`src/sync_pkg.sv`:
```
// Shared constants for the phase strobe synchronisation pair.
// Assumes both ends run on one clock, pclk.
package sync_pkg;
  localparam logic [3:0]  CTRL_OFS      = 4'h0;
  localparam logic [3:0]  FREQ_OFS      = 4'h4;
  localparam logic [3:0]  DATA_OFS      = 4'h8;
  localparam logic [3:0]  STATUS_OFS    = 4'hc;
  localparam int          PLL_BIT       = 0;
  localparam int          SKIP_BIT      = 1;
  localparam int          TWOCLK_BIT    = 2;
  localparam int          EDGE_BIT      = 3;
  localparam int          INTERP_LSB    = 4;
  localparam int          OSYNC_BIT     = 6;
  localparam int          MSYNC_BIT     = 7;
  localparam int          START_LSB     = 8;
  localparam int          FMSEL_LSB     = 10;
  localparam int          STROBE_BIT    = 14;
  localparam int          INIT_BIT      = 15;
  localparam logic [15:0] CTRL_RESET    = 16'h0002;
  localparam logic [1:0]  INTERP_2X     = 2'h0;
  localparam logic [1:0]  INTERP_4X     = 2'h1;
  localparam logic [1:0]  INTERP_4XLOW  = 2'h2;
  localparam logic [1:0]  INTERP_8X     = 2'h3;
  localparam logic [1:0]  MIX_OFF       = 2'h0;
  localparam logic [1:0]  MIX_HALF      = 2'h1;
  localparam logic [1:0]  MIX_QUARTER   = 2'h2;
  localparam logic [1:0]  MIX_NQUARTER  = 2'h3;
  localparam logic [3:0]  OSC_LATENCY   = 4'hd;
  localparam logic [1:0]  INIT_WR_PTR   = 2'h2;
  localparam logic [1:0]  INIT_RD_PTR   = 2'h0;
  localparam int          BUF_DEPTH     = 4;

  // Rate clock division for each interpolation setting.
  function automatic logic [3:0] div_of(input logic [1:0] m);
    case (m)
      INTERP_2X: div_of = 4'h2;
      INTERP_8X: div_of = 4'h8;
      default:   div_of = 4'h4;
    endcase
  endfunction
endpackage

```
`src/sync_link_if.sv`:
```
// Link between the upstream source and the converter sync logic.
// Assumes the bench joins both modports and supplies pclk.
`timescale 1ns/1ps
interface sync_link_if;
  logic        input_rate_clock;
  logic        phase_strobe;
  logic [15:0] word_a;
  logic [15:0] word_b;
  logic        pll_supply_pin;
  logic        buffer_skip;
  logic        two_clock_select;
  logic        edge_invert;
  logic [1:0]  interp_mode;
  logic        osc_sync_enable;
  logic        fixed_mixer_sync_enable;
  logic [1:0]  start_phase;
  logic [3:0]  fixed_mixer_select;
  logic [31:0] freq_word;
  logic        buffer_init;
  logic        rate_clock;
  logic [31:0] acc_phase;
  modport device (input input_rate_clock, phase_strobe, word_a, word_b, pll_supply_pin,
                  buffer_skip, two_clock_select, edge_invert, interp_mode, osc_sync_enable,
                  fixed_mixer_sync_enable, start_phase, fixed_mixer_select, freq_word,
                  buffer_init, output rate_clock, acc_phase);
  modport source (output input_rate_clock, phase_strobe, word_a, word_b, pll_supply_pin,
                  buffer_skip, two_clock_select, edge_invert, interp_mode, osc_sync_enable,
                  fixed_mixer_sync_enable, start_phase, fixed_mixer_select, freq_word,
                  buffer_init, input rate_clock, acc_phase);
endinterface

```
`src/strobe_sync_device.sv`:
```
// Converter end: strobe latching, input buffer, oscillator and coarse mixer sync.
// Assumes the source end runs on pclk, which stands for the sample-rate clock.
//
// Behaviour
// Single clock unbuffered: rate edge chosen by invert.
// Single clock: rate clock divides sample clock.
// Single clock buffered: source initialises buffer first.
// Dual unbuffered: input clock latches, phases tight.
// Dual buffered: input clock latches, buffer crosses.
// PLL on: buffer bypassed, input clock latches.
// Strobe travels through buffer, delay may vary.
// Oscillator sync only when its enable set.
// Strobe rising edge resets phase accumulator.
// Accumulator clears 13 oscillator cycles after edge.
// Strobe to output latency roughly hundred cycles; here only a short pipeline.
// Coarse mixer complements samples, counter sequences.
// Mixer strobe comes from buffer output.
// Mixer counter reset only when enable set.
// Counter held while strobe low, runs high.
// Strobe high one write clock suffices.
// Start phase selects mixer reset state.
// Mixer select low bits shift phase likewise.
// PLL mode strobe sync is fully deterministic.
// Dual unbuffered clocks stay edge aligned.
// Buffer init sets pointer separation two.
// Accumulator reset to zero, then resumes.
`timescale 1ns/1ps
module strobe_sync_device
  import sync_pkg::*;
(
  input  wire logic        pclk,     // sample-rate clock
  input  wire logic        presetn,  // async reset, low active
  sync_link_if.device      link,     // link to source
  output logic      [15:0] dac_a,    // channel A output word
  output logic      [15:0] dac_b,    // channel B output word
  output logic      [31:0] osc_phase // oscillator accumulator
);

  // Complex coarse mix of one sample pair at a given phase.
  function automatic logic [31:0] mix(input logic [1:0] mode, input logic [1:0] ph,
                                      input logic [15:0] a, input logic [15:0] b);
    logic [15:0] na;
    logic [15:0] nb;
    logic [1:0]  q;
    na = 16'h0000 - a;
    nb = 16'h0000 - b;
    q  = (mode == MIX_NQUARTER) ? 2'h0 - ph : ph;
    mix = {b, a};
    if (mode == MIX_HALF) begin
      mix = ph[0] ? {nb, na} : {b, a};
    end else if (mode != MIX_OFF) begin
      case (q)
        2'h0:    mix = {b, a};
        2'h1:    mix = {a, nb};
        2'h2:    mix = {nb, na};
        default: mix = {na, b};
      endcase
    end
  endfunction

  logic [3:0]  div_cnt_reg;
  logic        rate_clk_reg;
  logic        inclk_prev_reg;
  logic        osc_half_reg;
  logic        lat_st_reg;
  logic [15:0] lat_a_reg;
  logic [15:0] lat_b_reg;
  logic        st_mem [BUF_DEPTH];
  logic [15:0] a_mem  [BUF_DEPTH];
  logic [15:0] b_mem  [BUF_DEPTH];
  logic [1:0]  wr_ptr_reg;
  logic [1:0]  rd_ptr_reg;
  logic        st_out_reg;
  logic [15:0] a_out_reg;
  logic [15:0] b_out_reg;
  logic        st_prev_reg;
  logic [3:0]  pend_reg;
  logic [31:0] acc_reg;
  logic [1:0]  cm_cnt_reg;
  logic [15:0] dac_a_reg;
  logic [15:0] dac_b_reg;

  wire pll_mode    = link.pll_supply_pin;
  wire single_mode = !pll_mode && !link.two_clock_select;
  // The buffer is forced out in PLL mode even if the source forgets.
  wire use_buffer  = !pll_mode && !link.buffer_skip;
  // In dual or PLL mode without the buffer the input clock sets the divider phase.
  wire align_div   = !single_mode && !use_buffer;

  wire [3:0] div_n     = div_of(link.interp_mode);
  wire       inclk_rise = link.input_rate_clock && !inclk_prev_reg;
  wire       rate_rise = (div_cnt_reg == div_n - 4'h1);
  wire       rate_fall = (div_cnt_reg == (div_n >> 1) - 4'h1);
  wire       out_tick  = align_div ? inclk_rise : rate_rise;
  wire [3:0] div_next  = (out_tick || (div_cnt_reg >= div_n - 4'h1)) ? 4'h0
                                                                     : div_cnt_reg + 4'h1;

  // Single modes latch on the rate clock edge picked by edge invert.
  wire single_ev = link.edge_invert ? rate_fall : rate_rise;
  wire latch_ev  = single_mode ? single_ev : inclk_rise;

  // Strobe and words after the buffer or the bypass register.
  wire        st_src = use_buffer ? st_mem[rd_ptr_reg] : lat_st_reg;
  wire [15:0] a_src  = use_buffer ? a_mem[rd_ptr_reg] : lat_a_reg;
  wire [15:0] b_src  = use_buffer ? b_mem[rd_ptr_reg] : lat_b_reg;

  // The oscillator runs at full rate only in plain 4x mode.
  wire osc_tick   = (link.interp_mode == INTERP_4X) || osc_half_reg;
  wire st_rise    = st_out_reg && !st_prev_reg && link.osc_sync_enable;
  wire acc_clear  = osc_tick && (pend_reg == 4'h1);
  wire cm_hold    = link.fixed_mixer_sync_enable && !st_out_reg;
  wire [1:0] cm_ph = cm_cnt_reg + link.start_phase + link.fixed_mixer_select[1:0];
  wire [31:0] mixed = mix(link.fixed_mixer_select[3:2], cm_ph, a_out_reg, b_out_reg);

  always_ff @(posedge pclk or negedge presetn) begin
    if (!presetn) begin
      div_cnt_reg    <= 4'h0;
      rate_clk_reg   <= 1'b0;
      inclk_prev_reg <= 1'b0;
      osc_half_reg   <= 1'b0;
    end else begin
      div_cnt_reg    <= div_next;
      rate_clk_reg   <= (div_next < (div_n >> 1));
      inclk_prev_reg <= link.input_rate_clock;
      osc_half_reg   <= !osc_half_reg;
    end
  end

  always_ff @(posedge pclk or negedge presetn) begin
    if (!presetn) begin
      lat_st_reg <= 1'b0;
      lat_a_reg  <= 16'h0000;
      lat_b_reg  <= 16'h0000;
    end else if (latch_ev) begin
      lat_st_reg <= link.phase_strobe;
      lat_a_reg  <= link.word_a;
      lat_b_reg  <= link.word_b;
    end
  end

  // Buffer storage carries no reset; pointers are set by initialisation.
  always_ff @(posedge pclk) begin
    if (latch_ev) begin
      st_mem[wr_ptr_reg] <= link.phase_strobe;
      a_mem[wr_ptr_reg]  <= link.word_a;
      b_mem[wr_ptr_reg]  <= link.word_b;
    end
  end

  always_ff @(posedge pclk or negedge presetn) begin
    if (!presetn) begin
      wr_ptr_reg <= INIT_WR_PTR;
      rd_ptr_reg <= INIT_RD_PTR;
    end else if (link.buffer_init) begin
      wr_ptr_reg <= INIT_WR_PTR;
      rd_ptr_reg <= INIT_RD_PTR;
    end else begin
      wr_ptr_reg <= wr_ptr_reg + {1'b0, latch_ev};
      rd_ptr_reg <= rd_ptr_reg + {1'b0, out_tick};
    end
  end

  always_ff @(posedge pclk or negedge presetn) begin
    if (!presetn) begin
      st_out_reg <= 1'b0;
      a_out_reg  <= 16'h0000;
      b_out_reg  <= 16'h0000;
    end else if (out_tick) begin
      st_out_reg <= st_src;
      a_out_reg  <= a_src;
      b_out_reg  <= b_src;
    end
  end

  // Only one reset can be in flight; a newer edge restarts the count.
  always_ff @(posedge pclk or negedge presetn) begin
    if (!presetn) begin
      st_prev_reg <= 1'b0;
      pend_reg    <= 4'h0;
      acc_reg     <= 32'h0000_0000;
    end else begin
      st_prev_reg <= st_out_reg;
      if (st_rise) begin
        pend_reg <= OSC_LATENCY;
      end else if (osc_tick && pend_reg != 4'h0) begin
        pend_reg <= pend_reg - 4'h1;
      end
      if (acc_clear) begin
        acc_reg <= 32'h0000_0000;
      end else if (osc_tick) begin
        acc_reg <= acc_reg + link.freq_word;
      end
    end
  end

  always_ff @(posedge pclk or negedge presetn) begin
    if (!presetn) begin
      cm_cnt_reg <= 2'h0;
      dac_a_reg  <= 16'h0000;
      dac_b_reg  <= 16'h0000;
    end else begin
      if (cm_hold) begin
        cm_cnt_reg <= 2'h0;
      end else if (out_tick) begin
        cm_cnt_reg <= cm_cnt_reg + 2'h1;
      end
      // Strobe to output latency is only this short pipeline, not the full filter chain.
      if (out_tick) begin
        dac_a_reg <= mixed[15:0];
        dac_b_reg <= mixed[31:16];
      end
    end
  end

  assign dac_a           = dac_a_reg;
  assign dac_b           = dac_b_reg;
  assign osc_phase       = acc_reg;
  assign link.rate_clock = rate_clk_reg;
  assign link.acc_phase  = acc_reg;
endmodule

```
`src/flat_wrapper.sv`:
```
// flat-port wrapper written by rule: the top's interface ports become plain ports
module strobe_sync_device_flat import sync_pkg::*;
  (pclk, presetn, dac_a, dac_b, osc_phase, link_input_rate_clock, link_phase_strobe, link_word_a, link_word_b, link_pll_supply_pin, link_buffer_skip, link_two_clock_select, link_edge_invert, link_interp_mode, link_osc_sync_enable, link_fixed_mixer_sync_enable, link_start_phase, link_fixed_mixer_select, link_freq_word, link_buffer_init, link_rate_clock, link_acc_phase);
  sync_link_if link_i ();
  input  wire logic pclk;
  input  wire logic presetn;
  output logic      [15:0] dac_a;
  output logic      [15:0] dac_b;
  output logic      [31:0] osc_phase;
  input wire logic [$bits(link_i.input_rate_clock)-1:0] link_input_rate_clock;
  input wire logic [$bits(link_i.phase_strobe)-1:0] link_phase_strobe;
  input wire logic [$bits(link_i.word_a)-1:0] link_word_a;
  input wire logic [$bits(link_i.word_b)-1:0] link_word_b;
  input wire logic [$bits(link_i.pll_supply_pin)-1:0] link_pll_supply_pin;
  input wire logic [$bits(link_i.buffer_skip)-1:0] link_buffer_skip;
  input wire logic [$bits(link_i.two_clock_select)-1:0] link_two_clock_select;
  input wire logic [$bits(link_i.edge_invert)-1:0] link_edge_invert;
  input wire logic [$bits(link_i.interp_mode)-1:0] link_interp_mode;
  input wire logic [$bits(link_i.osc_sync_enable)-1:0] link_osc_sync_enable;
  input wire logic [$bits(link_i.fixed_mixer_sync_enable)-1:0] link_fixed_mixer_sync_enable;
  input wire logic [$bits(link_i.start_phase)-1:0] link_start_phase;
  input wire logic [$bits(link_i.fixed_mixer_select)-1:0] link_fixed_mixer_select;
  input wire logic [$bits(link_i.freq_word)-1:0] link_freq_word;
  input wire logic [$bits(link_i.buffer_init)-1:0] link_buffer_init;
  output wire logic [$bits(link_i.rate_clock)-1:0] link_rate_clock;
  output wire logic [$bits(link_i.acc_phase)-1:0] link_acc_phase;
  assign link_i.input_rate_clock = link_input_rate_clock;
  assign link_i.phase_strobe = link_phase_strobe;
  assign link_i.word_a = link_word_a;
  assign link_i.word_b = link_word_b;
  assign link_i.pll_supply_pin = link_pll_supply_pin;
  assign link_i.buffer_skip = link_buffer_skip;
  assign link_i.two_clock_select = link_two_clock_select;
  assign link_i.edge_invert = link_edge_invert;
  assign link_i.interp_mode = link_interp_mode;
  assign link_i.osc_sync_enable = link_osc_sync_enable;
  assign link_i.fixed_mixer_sync_enable = link_fixed_mixer_sync_enable;
  assign link_i.start_phase = link_start_phase;
  assign link_i.fixed_mixer_select = link_fixed_mixer_select;
  assign link_i.freq_word = link_freq_word;
  assign link_i.buffer_init = link_buffer_init;
  assign link_rate_clock = link_i.rate_clock;
  assign link_acc_phase = link_i.acc_phase;
  strobe_sync_device u_core (.pclk(pclk), .presetn(presetn), .link(link_i), .dac_a(dac_a), .dac_b(dac_b), .osc_phase(osc_phase));
endmodule
```
`config.mk`:
```
export PLATFORM = sky130hd
export DESIGN_NAME = strobe_sync_device_flat
export DESIGN_NICKNAME = d
export VERILOG_FILES = /design/src/sync_pkg.sv /design/src/sync_link_if.sv /design/src/strobe_sync_device.sv /design/src/flat_wrapper.sv
export SDC_FILE = /design/constraint.sdc
export NUM_CORES = 1
export LEC_CHECK = 0
export ABC_CLOCK_PERIOD_IN_PS = 4600
export BUFFER_PORTS_ARGS = -buffer_cell sky130_fd_sc_hd__buf_2
export CORE_MARGIN = 1
export CORE_UTILIZATION = 53
export DETAILED_ROUTE_END_ITERATION = 12
export PLACE_DENSITY = 0.77
export SETUP_SLACK_MARGIN = 0.5
export SYNTH_ARGS = -nofsm -noshare
export SYNTH_HDL_FRONTEND = slang
export SYNTH_SLANG_ARGS = --single-unit
export TNS_END_PERCENT = 1
```
`constraint.sdc`:
```
create_clock -name pclk -period 4.6 [get_ports pclk]
set_clock_uncertainty 0.1 [all_clocks]
set_input_delay 0.69 -clock pclk [delete_from_list [all_inputs] [get_ports pclk]]
set_output_delay 0.69 -clock pclk [all_outputs]
set_load 0.005 [all_outputs]
```
==> reports/results.txt <==
Critical Path Max Stage Delay: 0.88 ns
vias per cell: 5.92
crit path cell chain: fa_1 > xnor2_1 > xnor2_1 > inv_1 > ha_1 > buf_4 > nor3b_1 > a21oi_1 > nand2_1 > a21oi_1 > a21oi_1 > a21oi_1 > o21ai_0
Clk Latency, worst-skew pair: 0.58 ns
Hold Buf Count CTS: 0
first-pass GRT wire length: 55700 µm
Synth Register Bits: 280
max frequency: 285 MHz
CTS tree: built
Die ar.: 0.0289 mm²
Yosys warning count: 0
hpwl dp: 23700 µm
Die Y: 170 µm
clock-pin slew on the worst setup and hold paths: 0.07 ns
starting density of the core: 0.538
TNS Setup: 0 ns
Most used DFF post-synth: dfrtp_1
global placer's final weighted congestion: 0.873
CP Data Arrival Time: 3.88 ns
Setup Crit Path Kind: reg -> reg
die width: 170 µm
Setup Buffers After CTS: 0
Post-synth EDFFs: 132
Yosys cell types: 76
core area: 0.0278 mm²
Max FO, Critical Path: 32
max-cap viol count: 0
HP Class: in -> async
RSZ-0062 raised after global routing: false
Period Utilization, post-route: 0.762
Pre-antenna DRT Iters: 7
R2R cell count: 13
Final ANT Viol Nets: 0
GR Overflow Total: 0
Netlist Area Pre-Place: 0.0149 mm²
startpoint types: flop
H-Tree Depth: 1
Starting DRT DRC Count: 956
pin count of the biggest net entering global routing: 110
Placed Cells: 1809
Setup Viol. Count Final: 0
total power draw: 0.0112 W
worst slew pin tran: 1.10 ns
wire per inst: 18.9 µm
Mapped Nets: 1478
crit path time final: 3.51 ns
diodes inserted: 0
Nets: 1597
# IOs: 180
mean post-synth cell area: 11.1 µm²
number of placement rows: 61
port buffer count: 179
ys async rst share: 0.529
P&R area growth vs syn: 13.7%
Slew HR: 0.266
Post-Layout Cell Count: 1865
final core utilization: 0.612
routed vias: 11.0k
final count of hold timing violations: 0
antenna violations before repair: 1
Slowest-stage cell, CP: ha_1
P_leak: 6.98 nW
worst endpoint required time: 4.98 ns
fill count: 2257
CTS resizes: 0
register area share after synthesis: 0.513
CTS Buffer Depth: 3
Syn Inst Count: 1344
CTS sink count: 280
power density over the cells: 660 mW/mm²
DRC Markers: 0
status: finished, final reports clean
number of global-route vias before repair: 10.5k
Post-Route WL: 35300 µm
GRT Util Overall: 0.245
root buf cell: clkbuf_16
Worst Setup End Kind: flop
maximum VDD drop: 0.368 mV
area of placed instances: 0.0160 mm²
Post-Layout Inst Area: 0.0170 mm²
number of max-slew violations in the final report: 0
layout cells sized above 1: 0.233
crit-path most repeated cell: a21oi_1
CTS buffer count: 30
[worst max-delay path, delay by kind of cell, from the launching register on]
| family | cells | cell delay [ns] |
|---|---|---|
| xor gates and xnor gates | 2 | 0.38 |
| and+or+nand+nor | 2 | 0.29 |
| AOI/OAI and AO/OA | 5 | 0.53 |
| DFF | 1 | 0.41 |
| buffers and inverters | 2 | 0.42 |
| adders and majority gates | 2 | 1.28 |
[placed cells by master, fill, tap and decap left out, types with 7 or more instances in the layout]
cell / instances
edfxtp_1: 132
mux2_2: 37
a211oi_1: 8
o21bai_1: 7
a31oi_1: 9
clkbuf_1: 11
o21a_1: 8
a22oi_1: 16
xnor2_1: 38
dfrtp_1: 145
or3_1: 11
and3_1: 12
inv_1: 34
ha_1: 49
nand3_1: 16
o21ai_0: 135
nor3b_1: 12
mux2i_1: 40
xor2_1: 25
clkbuf_16: 31
nand2b_1: 9
o31ai_1: 7
nand2_1: 130
a21oi_1: 107
nor2b_1: 8
nor2_1: 69
a21o_1: 26
buf_4: 22
mux4_2: 33
buf_2: 178
nor3_1: 10
[metal layers]
metal | track usage | vias to the layer above | wire length, µm
li1 | - | 5140 | -
met2 | 0.403 | 420 | 16700
met3 | 0.0363 | 68 | 2360
met4 | 0.0736 | 2 | 883
met5 | 0 | - | 8
met1 | 0.339 | 5411 | 15400
[stage by stage]
step / hold WS, ns / setup WS [ns]
after CTS: 0.0869 / 1.13
after global routing: 0.115 / 0.825
after global placement: 0.348 / 0.807
after floorplan: 0.294 / -0.433
after detailed placement: 0.348 / 0.682
final: 0.0484 / 1.09
[logic make-up (layout without fill, tap and decap cells)]
family / count (synthesis) / after routing / share of synthesized area
AOI/OAI and AO/OA: 375 / 375 / 0.152
and+or+nand+nor: 315 / 315 / 0.104
DFF: 280 / 280 / 0.513
buffers and inverters: 150 / 293 / 0.0460
muxes: 110 / 110 / 0.104
xor gates and xnor gates: 63 / 63 / 0.0369
adders and majority gates: 51 / 51 / 0.0437
[report_power, final]
part	internal, W	switching [W]	total, W
clock network	0.00138	0.000986	0.00237
registers	0.00329	0.000825	0.00411
logic	0.00216	0.00256	0.00472
total	0.00683	0.00437	0.0112
[layout make-up]
| cell class | instances | area (µm²) | share of cell area |
|---|---|---|---|
| sequential | 280 | 7670 | 0.452 |
| multi-input combinational | 914 | 6630 | 0.390 |
| timing repair buffer | 203 | 1110 | 0.0652 |
| clock buffer | 47 | 886 | 0.0521 |
| tap | 378 | 473 | 0.0278 |
| inverter | 34 | 128 | 0.00751 |
| clock inverter | 9 | 98.8 | 0.00582 |
[cells in the mapped netlist (3+ instances only)]
cell type  count  area (µm²)
nand2_1      130         488
nand3b_1       4        30.0
a22o_1         6        52.6
o21ai_0      135         676
o211ai_1       6        45.0
a211oi_1       8        60.1
o31a_1         4        35.0
nor3_2         3        30.0
or3_1         11        68.8
ha_1          49         613
nor2_1        71         267
buf_1         10        37.5
mux2_2        37         417
edfxtp_1     132        3960
and3_1        12        75.1
mux4_2        33         743
inv_1         34         128
a221oi_1       4        35.0
nand3_1       16        80.1
o21a_1         8        60.1
a22oi_1       16         120
o31ai_1        7        52.6
o221ai_1       3        26.3
nand2b_1       9        56.3
a21o_1        26         195
nor3_1        11        55.1
a31oi_1        9        56.3
nor2b_1        8        50.1
o21bai_1       7        52.6
xor2_1        25         219
mux2i_1       40         400
nor3b_1       14         105
buf_2          3        15.0
a21oi_1      108         541
xnor2_1       38         333
dfrtp_1      147        3680
buf_4         32         240
clkbuf_1      71         267
and2_1         4        25.0
nand4_1        4        25.0
[final timing paths]
path	endpoint	slack [ns]	startpoint
worst max-delay path	u_core.dac_a[2]	1.09	u_core.cm_cnt_reg[0]
min in group pclk	u_core.inclk_prev_reg	0.13	link_input_rate_clock
worst max register to register	u_core.dac_a[2]	1.09	u_core.cm_cnt_reg[0]
worst min-delay path	u_core.dac_a[5]	0.05	presetn
worst min register to register	u_core.st_prev_reg	0.35	u_core.st_out_reg
max in group asynchronous	u_core.lat_b_reg[9]	3.49	presetn
Power figures use the tool's default switching activity.
